--- config.mk ---
export PLATFORM = sky130hd
export DESIGN_NAME = dpm_host_ctrl
export DESIGN_NICKNAME = d
export VERILOG_FILES = /design/src/logic/dpm_pkg.sv /design/src/logic/dpm_sync.sv /design/src/logic/dpm_host_ctrl.sv
export SDC_FILE = /design/constraint.sdc
export NUM_CORES = 1
export LEC_CHECK = 0
export ABC_AREA = 0
export BUFFER_PORTS_ARGS = -buffer_cell sky130_fd_sc_hd__buf_2
export CAP_MARGIN = 15
export CORE_MARGIN = 3
export CORE_UTILIZATION = 35
export CTS_CLUSTER_DIAMETER = 50
export DETAILED_ROUTE_END_ITERATION = 8
export PLACE_DENSITY = 0.54
export SLEW_MARGIN = 0
export SYNTH_ARGS = -nofsm -noshare
export SYNTH_HDL_FRONTEND = slang
export SYNTH_SLANG_ARGS = --single-unit
--- constraint.sdc ---
create_clock -name clock -period 4.5 [get_ports clock]
set_input_delay 0.225 -clock clock [delete_from_list [all_inputs] [get_ports clock]]
set_output_delay 0.225 -clock clock [all_outputs]
set_load 0.02 [all_outputs]
--- src/logic/dpm_pkg.sv ---
// Constants for the host-side controller of one dual-port RAM port
package dpm_pkg;
  localparam int ADDR_W  = 13;
  localparam int DATA_W  = 18;
  localparam int LANE_W  = 9;
  localparam int CNT_W   = 8;
  localparam int SYNC_STAGES = 2;

  // Mailbox locations: right port owns the highest word, left the next one
  localparam logic [ADDR_W-1:0] MBOX_RIGHT_8K = 13'h1fff;
  localparam logic [ADDR_W-1:0] MBOX_LEFT_8K  = 13'h1ffe;
  localparam logic [ADDR_W-1:0] MBOX_RIGHT_4K = 13'h0fff;
  localparam logic [ADDR_W-1:0] MBOX_LEFT_4K  = 13'h0ffe;

  // Pin timing in ns, then whole clock cycles (least times round up)
  localparam int CLK_NS                    = 10;
  localparam int SELECT_ACCESS_TIME_NS     = 25;
  localparam int WRITE_TO_READ_FLOW_NS     = 30;
  localparam int BUSY_SETTLE_NS            = 25;
  localparam int WRITE_PULSE_NS            = 20;
  localparam int RECOVER_NS                = 15;
  localparam int READ_WAIT_NS = (WRITE_TO_READ_FLOW_NS > SELECT_ACCESS_TIME_NS) ?
                                WRITE_TO_READ_FLOW_NS : SELECT_ACCESS_TIME_NS;

  localparam logic [CNT_W-1:0] SETTLE_CYC =
    CNT_W'((BUSY_SETTLE_NS + CLK_NS - 1) / CLK_NS + SYNC_STAGES);
  // Pin sampled one cycle past the worst-case wait, never on its edge
  localparam logic [CNT_W-1:0] READ_CYC =
    CNT_W'(READ_WAIT_NS / CLK_NS + 1 + SYNC_STAGES);
  localparam logic [CNT_W-1:0] WRITE_CYC =
    CNT_W'((WRITE_PULSE_NS + CLK_NS - 1) / CLK_NS);
  localparam logic [CNT_W-1:0] RECOVER_CYC =
    CNT_W'((RECOVER_NS + CLK_NS - 1) / CLK_NS);
  localparam logic [CNT_W-1:0] CNT_ONE  = 8'h01;
  localparam logic [CNT_W-1:0] CNT_ZERO = 8'h00;

  typedef enum logic [2:0] {
    DPM_IDLE    = 3'h0,
    DPM_SETTLE  = 3'h1,
    DPM_ACCESS  = 3'h3,
    DPM_TERM    = 3'h2,
    DPM_RECOVER = 3'h6
  } dpm_state_t;
endpackage

--- src/logic/dpm_sync.sv ---
// Two-stage synchroniser for pins coming from the asynchronous RAM
`timescale 1ns/10ps
module dpm_sync #(
  parameter int WIDTH = 1
) (
  // Clock and reset
  input  wire logic             clock,
  input  wire logic             sys_rst,
  // Data
  input  wire logic [WIDTH-1:0] async_in,
  output logic      [WIDTH-1:0] sync_out
);
  logic [WIDTH-1:0] meta_ff;
  logic [WIDTH-1:0] nxt_meta;
  logic [WIDTH-1:0] nxt_sync;
  logic [WIDTH-1:0] sync_ff;

  always_comb begin
    nxt_meta = async_in;
    nxt_sync = meta_ff;
  end

  // Reset to the idle level of active-low pins
  always_ff @(posedge clock) begin
    if (sys_rst) begin
      meta_ff <= '1;
      sync_ff <= '1;
    end else begin
      meta_ff <= nxt_meta;
      sync_ff <= nxt_sync;
    end
  end

  assign sync_out = sync_ff;
endmodule

--- src/logic/dpm_host_ctrl.sv ---
// Host controller that drives one port of an asynchronous dual-port RAM
// Operation
// [RULE1] Device holds shared 4K or 8K array
// [RULE2] Each port accesses any location independently
// [RULE3] Device powers down while chip enable inactive
// [RULE4] Write ends when strobe or enable releases
// [RULE5] Reader waits flowthrough delay after writes
// [RULE6] Reads need chip enable and output enable
// [RULE7] Flag latch access uses its select instead
// [RULE8] Highest address is the right mailbox
// [RULE9] Second-highest address is the left mailbox
// [RULE10] Mailbox write raises owner's interrupt flag
// [RULE11] Owner reading its mailbox clears flag
// [RULE12] Reading other mailbox leaves flags alone
// [RULE13] Busy port cannot raise the interrupt
// [RULE14] Busy port cannot clear its interrupt
// [RULE15] Without messaging, keep interrupt flag unconnected
// [RULE16] Address match grants exactly one port
// [RULE17] Too-close requests still grant one port
// [RULE18] Busy follows match or enable delays
// [RULE19] Master drives busy, slave receives it
// [RULE20] Master busy outputs feed every slave
// [RULE21] Hold writes until busy input settles
// [RULE22] Byte lane selects gate each lane
// [RULE23] Eight flag latches on low address bits
// [RULE24] Busy port's write to location suppressed
`timescale 1ns/10ps
module dpm_host_ctrl (
  // Clock and reset
  input  wire logic                       clock,
  input  wire logic                       sys_rst,
  // User request
  input  wire logic                       req_valid,
  output logic                            req_ready,
  input  wire logic                       req_write,
  input  wire logic                       req_flag,
  input  wire logic [dpm_pkg::ADDR_W-1:0] req_addr,
  input  wire logic [dpm_pkg::DATA_W-1:0] req_wdata,
  input  wire logic [1:0]                 req_lanes,
  // User answer
  output logic                            rsp_done,
  output logic [dpm_pkg::DATA_W-1:0]      rsp_rdata,
  output logic                            rsp_retried,
  // Message passing
  input  wire logic                       mailbox_en,
  output logic                            mailbox_irq,
  // RAM port pins
  output logic                            ram_ce_n,
  output logic                            ram_rw_n,
  output logic                            ram_oe_n,
  output logic [dpm_pkg::ADDR_W-1:0]      ram_addr,
  output logic                            flag_latch_select_n,
  output logic                            upper_lane_select_n,
  output logic                            lower_lane_select_n,
  output logic [dpm_pkg::DATA_W-1:0]      ram_dout,
  output logic                            ram_dout_oe_n,
  input  wire logic [dpm_pkg::DATA_W-1:0] ram_din,
  input  wire logic                       ram_busy_n,
  input  wire logic                       ram_int_n
);
  dpm_pkg::dpm_state_t             state_ff, nxt_state;
  logic [dpm_pkg::CNT_W-1:0]       cnt_ff, nxt_cnt;
  logic                            we_ff, nxt_we;
  logic                            flag_ff, nxt_flag;
  logic                            retry_ff, nxt_retry;
  logic [1:0]                      lanes_ff, nxt_lanes;
  logic                            done_ff, nxt_done;
  logic                            retried_ff, nxt_retried;
  logic                            irq_ff, nxt_irq;
  logic [dpm_pkg::DATA_W-1:0]      rdata_ff, nxt_rdata;
  logic                            ce_n_ff, nxt_ce_n;
  logic                            rw_n_ff, nxt_rw_n;
  logic                            oe_n_ff, nxt_oe_n;
  logic                            sem_n_ff, nxt_sem_n;
  logic                            ub_n_ff, nxt_ub_n;
  logic                            lb_n_ff, nxt_lb_n;
  logic [dpm_pkg::ADDR_W-1:0]      addr_ff, nxt_addr;
  logic [dpm_pkg::DATA_W-1:0]      dout_ff, nxt_dout;
  logic                            dout_oe_n_ff, nxt_dout_oe_n;
  logic [dpm_pkg::DATA_W+1:0]      pins_sync;
  logic [dpm_pkg::DATA_W-1:0]      din_sync;
  logic                            busy_sync_n;
  logic                            int_sync_n;

  // [RULE20] Master busy input
  dpm_sync #(
    .WIDTH (dpm_pkg::DATA_W + 2)
  ) u_sync (
    .clock    (clock),
    .sys_rst  (sys_rst),
    .async_in ({ram_int_n, ram_busy_n, ram_din}),
    .sync_out (pins_sync)
  );

  assign din_sync    = pins_sync[dpm_pkg::DATA_W-1:0];
  assign busy_sync_n = pins_sync[dpm_pkg::DATA_W];
  assign int_sync_n  = pins_sync[dpm_pkg::DATA_W+1];

  always_comb begin
    nxt_state     = state_ff;
    nxt_cnt       = cnt_ff;
    nxt_we        = we_ff;
    nxt_flag      = flag_ff;
    nxt_retry     = retry_ff;
    nxt_lanes     = lanes_ff;
    nxt_done      = 1'b0;
    nxt_retried   = retried_ff;
    nxt_rdata     = rdata_ff;
    nxt_ce_n      = ce_n_ff;
    nxt_rw_n      = rw_n_ff;
    nxt_oe_n      = oe_n_ff;
    nxt_sem_n     = sem_n_ff;
    nxt_ub_n      = ub_n_ff;
    nxt_lb_n      = lb_n_ff;
    nxt_addr      = addr_ff;
    nxt_dout      = dout_ff;
    nxt_dout_oe_n = dout_oe_n_ff;
    // [RULE15] Interrupt only used when messaging
    nxt_irq       = mailbox_en & ~int_sync_n;
    unique case (state_ff)
      dpm_pkg::DPM_IDLE: begin
        if (req_valid) begin
          nxt_we      = req_write;
          nxt_flag    = req_flag;
          nxt_lanes   = req_lanes;
          nxt_addr    = req_addr;
          nxt_dout    = req_wdata;
          nxt_retried = 1'b0;
          // [RULE7] Flag select replaces chip enable
          nxt_ce_n    = req_flag;
          nxt_sem_n   = ~req_flag;
          nxt_ub_n    = req_flag | ~req_lanes[1];
          nxt_lb_n    = req_flag | ~req_lanes[0];
          nxt_cnt     = dpm_pkg::SETTLE_CYC - dpm_pkg::CNT_ONE;
          nxt_state   = dpm_pkg::DPM_SETTLE;
        end
      end
      dpm_pkg::DPM_SETTLE: begin
        if (cnt_ff != dpm_pkg::CNT_ZERO) begin
          nxt_cnt = cnt_ff - dpm_pkg::CNT_ONE;
        end else if (!flag_ff && !busy_sync_n) begin
          // Lost arbitration: release the port and try again
          nxt_ce_n    = 1'b1;
          nxt_ub_n    = 1'b1;
          nxt_lb_n    = 1'b1;
          nxt_retry   = 1'b1;
          nxt_retried = 1'b1;
          nxt_cnt     = dpm_pkg::RECOVER_CYC - dpm_pkg::CNT_ONE;
          nxt_state   = dpm_pkg::DPM_RECOVER;
        end else if (we_ff) begin
          // [RULE21] Write starts after busy settled
          nxt_rw_n      = 1'b0;
          nxt_dout_oe_n = 1'b0;
          nxt_cnt       = dpm_pkg::WRITE_CYC - dpm_pkg::CNT_ONE;
          nxt_state     = dpm_pkg::DPM_ACCESS;
        end else begin
          // [RULE6] Output enable with select held
          nxt_oe_n  = 1'b0;
          nxt_cnt   = dpm_pkg::READ_CYC - dpm_pkg::CNT_ONE;
          nxt_state = dpm_pkg::DPM_ACCESS;
        end
      end
      dpm_pkg::DPM_ACCESS: begin
        if (cnt_ff != dpm_pkg::CNT_ZERO) begin
          nxt_cnt = cnt_ff - dpm_pkg::CNT_ONE;
        end else begin
          // [RULE4] Strobe releases first, ending write
          nxt_rw_n = 1'b1;
          nxt_oe_n = 1'b1;
          // [RULE5] Capture only after flowthrough wait
          if (!we_ff) begin
            nxt_rdata = din_sync;
          end
          nxt_state = dpm_pkg::DPM_TERM;
        end
      end
      dpm_pkg::DPM_TERM: begin
        nxt_ce_n      = 1'b1;
        nxt_sem_n     = 1'b1;
        nxt_ub_n      = 1'b1;
        nxt_lb_n      = 1'b1;
        nxt_dout_oe_n = 1'b1;
        nxt_cnt       = dpm_pkg::RECOVER_CYC - dpm_pkg::CNT_ONE;
        nxt_state     = dpm_pkg::DPM_RECOVER;
      end
      dpm_pkg::DPM_RECOVER: begin
        if (cnt_ff != dpm_pkg::CNT_ZERO) begin
          nxt_cnt = cnt_ff - dpm_pkg::CNT_ONE;
        end else if (retry_ff) begin
          nxt_retry = 1'b0;
          nxt_ce_n  = 1'b0;
          nxt_ub_n  = ~lanes_ff[1];
          nxt_lb_n  = ~lanes_ff[0];
          nxt_cnt   = dpm_pkg::SETTLE_CYC - dpm_pkg::CNT_ONE;
          nxt_state = dpm_pkg::DPM_SETTLE;
        end else begin
          nxt_done  = 1'b1;
          nxt_state = dpm_pkg::DPM_IDLE;
        end
      end
      default: begin
        nxt_state = dpm_pkg::DPM_IDLE;
      end
    endcase
  end

  always_ff @(posedge clock) begin
    if (sys_rst) begin
      state_ff     <= dpm_pkg::DPM_IDLE;
      cnt_ff       <= '0;
      we_ff        <= 1'b0;
      flag_ff      <= 1'b0;
      retry_ff     <= 1'b0;
      lanes_ff     <= 2'h0;
      done_ff      <= 1'b0;
      retried_ff   <= 1'b0;
      irq_ff       <= 1'b0;
      rdata_ff     <= '0;
      ce_n_ff      <= 1'b1;
      rw_n_ff      <= 1'b1;
      oe_n_ff      <= 1'b1;
      sem_n_ff     <= 1'b1;
      ub_n_ff      <= 1'b1;
      lb_n_ff      <= 1'b1;
      addr_ff      <= '0;
      dout_ff      <= '0;
      dout_oe_n_ff <= 1'b1;
    end else begin
      state_ff     <= nxt_state;
      cnt_ff       <= nxt_cnt;
      we_ff        <= nxt_we;
      flag_ff      <= nxt_flag;
      retry_ff     <= nxt_retry;
      lanes_ff     <= nxt_lanes;
      done_ff      <= nxt_done;
      retried_ff   <= nxt_retried;
      irq_ff       <= nxt_irq;
      rdata_ff     <= nxt_rdata;
      ce_n_ff      <= nxt_ce_n;
      rw_n_ff      <= nxt_rw_n;
      oe_n_ff      <= nxt_oe_n;
      sem_n_ff     <= nxt_sem_n;
      ub_n_ff      <= nxt_ub_n;
      lb_n_ff      <= nxt_lb_n;
      addr_ff      <= nxt_addr;
      dout_ff      <= nxt_dout;
      dout_oe_n_ff <= nxt_dout_oe_n;
    end
  end

  assign req_ready           = (state_ff == dpm_pkg::DPM_IDLE);
  assign rsp_done            = done_ff;
  assign rsp_rdata           = rdata_ff;
  assign rsp_retried         = retried_ff;
  assign mailbox_irq         = irq_ff;
  assign ram_ce_n            = ce_n_ff;
  assign ram_rw_n            = rw_n_ff;
  assign ram_oe_n            = oe_n_ff;
  assign ram_addr            = addr_ff;
  assign flag_latch_select_n = sem_n_ff;
  assign upper_lane_select_n = ub_n_ff;
  assign lower_lane_select_n = lb_n_ff;
  assign ram_dout            = dout_ff;
  assign ram_dout_oe_n       = dout_oe_n_ff;

  // Cycle counters read only by the checks below
  logic [dpm_pkg::CNT_W-1:0] sel_cnt_ff;
  logic [dpm_pkg::CNT_W-1:0] oe_cnt_ff;
  always_ff @(posedge clock) begin
    if (sys_rst || (ram_ce_n && flag_latch_select_n)) begin
      sel_cnt_ff <= '0;
    end else if (sel_cnt_ff != 8'hff) begin
      sel_cnt_ff <= sel_cnt_ff + dpm_pkg::CNT_ONE;
    end
  end
  always_ff @(posedge clock) begin
    if (sys_rst || ram_oe_n) begin
      oe_cnt_ff <= '0;
    end else if (oe_cnt_ff != 8'hff) begin
      oe_cnt_ff <= oe_cnt_ff + dpm_pkg::CNT_ONE;
    end
  end

  chk_write_ends_strobe: assert property (@(posedge clock) disable iff (sys_rst) // [RULE4]
    $rose(ram_ce_n) |-> $past(ram_rw_n))
    else $error("chip enable released while write strobe active");
  chk_write_data_held: assert property (@(posedge clock) disable iff (sys_rst) // [RULE4]
    $rose(ram_rw_n) |-> !ram_dout_oe_n && (!ram_ce_n || !flag_latch_select_n) &&
      $stable(ram_dout))
    else $error("write data not held at strobe release");
  chk_read_flow_wait: assert property (@(posedge clock) disable iff (sys_rst) // [RULE5]
    $rose(ram_oe_n) |-> oe_cnt_ff == dpm_pkg::READ_CYC)
    else $error("read ended before flowthrough wait");
  chk_read_needs_enable: assert property (@(posedge clock) disable iff (sys_rst) // [RULE6]
    !ram_oe_n |-> (!ram_ce_n || !flag_latch_select_n) && ram_rw_n && ram_dout_oe_n)
    else $error("output enable without select");
  chk_flag_select_excl: assert property (@(posedge clock) disable iff (sys_rst) // [RULE7]
    !flag_latch_select_n |-> ram_ce_n && upper_lane_select_n && lower_lane_select_n)
    else $error("flag select with chip enable or lanes");
  chk_irq_gated_use: assert property (@(posedge clock) disable iff (sys_rst) // [RULE15]
    mailbox_irq |-> $past(mailbox_en) && $past(!int_sync_n))
    else $error("interrupt forwarded without messaging");
  chk_write_after_settle: assert property (@(posedge clock) disable iff (sys_rst) // [RULE21]
    $fell(ram_rw_n) |-> sel_cnt_ff == dpm_pkg::SETTLE_CYC && $past(busy_sync_n))
    else $error("write started before busy settled");

  cov_write_done: cover property (@(posedge clock) disable iff (sys_rst)
    rsp_done && we_ff && !flag_ff);
  cov_read_done: cover property (@(posedge clock) disable iff (sys_rst)
    rsp_done && !we_ff && !flag_ff);
  cov_busy_retry: cover property (@(posedge clock) disable iff (sys_rst)
    rsp_done && rsp_retried);
  cov_flag_access: cover property (@(posedge clock) disable iff (sys_rst)
    rsp_done && flag_ff);
endmodule

==> out/metrics.yaml <==
power_and_ir_drop:
  leakagePower_nw: 2.439
  vdd_drop_max_mv: 0.3130
  power-per-cell-area_mw_per_mm2: 665.4
synth:
  synthTopCellsByArea: "dfxtp_1 54%, nand2_1 10%, a21oi_1 7.0%, or2_2 6.0%, clkbuf_1 2.7%"
  ys_ff_latch: 115
  ys_seq_area_share_pct: 54.25
  synth_top_area_share_pct: 54.25
  syn_inst: 479
  syn_nets: 540
  synth_edf_count: 0
  synthFlopType: "dfxtp_1"
  netlist_area_mm2: 0.004244
  synth.distinct_cells: 50
  syn_area_per_cell_um2: 8.860
  synth_largest_area_cell: "dfxtp_1"
  yosysWarnings: 0
  async_flop_share_pct: 0
die:
  dieWidth_um: 116.1
  start_util_pct: 36.54
  core_area_mm2: 0.01161
  pin_count: 119
  die_area_mm2: 0.01348
  die_h_um: 116.1
  rows: 39
global_route:
  antenna_found_initial: 0
  grt_pass1_wl_mm: 16.27
  gr-total-overflow: 0
  grt_max_degree: 70
  grt_pass1_vias: 3428
  grt_use_total_pct: 15.26
clock_tree:
  numClockSinks: 115
  cts-root-buf: "clkbuf_16"
  cts_max_path_buffers: 2
  clock_latency_ps: 400
  ctsResizeCount: 0
  cts_tree: "yes"
  post_cts_buffers: 0
  path_clk_slew_ps: 50
  h-tree-depth: 4
  cts_hold_buf: 17
  cts-buffers-inserted: 17
placed_design:
  gp_congestion: 0.8015
  dp_hpwl_mm: 6.688
  placed_area_mm2: 0.004873
  portBuffers: 118
  place_inst: 706
timing:
  report.final.hold_viol_count: 0
  fin_crit_sh_pct: 54.25
  clock.fmax_mhz: 409.6
  tightest_slew_ps: 947.2
  drv_slew: 0
  fin_crit_ps: 2441
  fin_setup_tns_ps: 0
  clock_skew_ps: 6.058
  finalSetupViolations: 0
  rsz0062_at_grt: "no"
  slew_headroom_pct: 36.38
detailed_routing:
  first_pass_iters: 4
  vias: 3677
  drtAntennaViolNets: 0
  drc: 0
  finalWirelength_mm: 10.17
  drt_iter0_markers: 309
  vias_per_cell: 4.864
  routedWlPerCell_um: 13.46
finish:
  antenna_cells: 0
  design_area_mm2: 0.005731
  fin_util_pct: 49.34
  nets: 661
  final_cell_count_no_fill: 756
  drive_gt1_share_pct: 32.14
  area_growth_pct: 35.02
worst_setup_path:
  regToRegStartpoint: "cnt_ff[0]"
  crit_path_start: "cnt_ff[0]"
  crit_path_max_fanout: 18
  crit_type: "reg2reg"
  crit_path_end_kind: "register"
  start_kind: "register"
  cp_data_required_time_ps: 4760
  cp.arrival_ps: 2700
run:
  maxCapViolations: 0
hold_path:
  hold_class: "in2reg"
  worstHoldStart: "ram_din[16]"
run_status:
  status: "complete, no violations"
## per-layer routing
metal	up-vias	routed length, µm	track usage [%]
met5	-	0	0
met4	0	187	7.734
met3	17	800	5.181
met2	134	4279	22.75
met1	1644	4906	19.72
li1	1882	-	-
## worst max-delay path, stage by stage (launching register included)
cell and delay, ps:
dfxtp_1 340, inv_1 90, ha_1 160, nor4b_2 530, nand4_1 800, nand2_1 290
a21oi_1 90
## stage by stage
stage	hold WS [ps]	setup WS (ps)	power, mW
global placement	391.2	2060	2.309
finish	18.61	2059	3.813
CTS	1.329	1978	3.819
detailed placement	392.3	1986	2.318
global route	1.769	1781	4.035
floorplan	328.8	2413	2.074
## cell families (layout without fill, tap and decap cells)
family,count (synthesis),after routing,share of synthesized area (%)
adders and majority gates,2,2,0.5895
buffers and inverters,44,178,4.422
AOI/OAI and AO/OA,106,106,15.80
and+or+nand+nor,208,208,24.00
DFF,115,115,54.25
muxes,4,4,0.9434
## cell type report
class | count | area, µm²
clock inverter | 12 | 202.7
clock buffer | 20 | 456.7
inverter | 8 | 30.03
multi-input combinational | 320 | 1754
tap | 143 | 178.9
timing repair buffer | 138 | 805.8
sequential | 115 | 2302
fill | 1102 | 5883
## power by group
part           switching, mW  leakage, nW  internal, mW
sequential             0.134        0.944          1.17
clock                  0.462        0.321          1.01
combinational          0.654         1.18         0.385
total                   1.25         2.44          2.56
## path summary, 6_finish.rpt
path,to,slack [ps],cells past startpoint
hold reg to reg,u_sync.sync_out[18],400,1
hold / removal,u_sync.meta_ff[16],20,2
setup reg to reg,rsp_rdata[7],2060,6
setup / recovery,rsp_rdata[7],2060,6
## flip-flops by register name, summed over array words and instances (netlist names), 2 cells and up
signal / count
ram_dout: 18
rsp_rdata: 18
state_ff: 3
ram_addr: 13
u_sync.sync_out: 20
u_sync.meta_ff: 20
cnt_ff: 8
lanes_ff: 2
## synth_stat cells, drive strengths merged, types with 5 or more instances
library cell / count
nor4: 7
a211oi: 9
a21oi: 59
a211o: 7
nor3: 9
dfxtp: 115
inv: 8
nor2: 12
o21ai: 5
or2: 41
nand2b: 6
buf: 5
clkbuf: 31
nand2: 113
## cells in the final DEF (no fill, tap or decap), types with 4 or more instances in the layout
cell type      count
a211o_1            7
a211oi_1           9
a21oi_1           59
buf_2            117
bufinv_16          5
clkbuf_16         17
dfxtp_1          115
dlygate4sd3_1     17
inv_1              8
mux2i_1            4
nand2_1          113
nand2b_1           6
nor2_1            12
nor3_1             9
nor4_1             6
o21ai_0            5
or2_2             41
No activity file was read; power rests on OpenSTA's default activity.
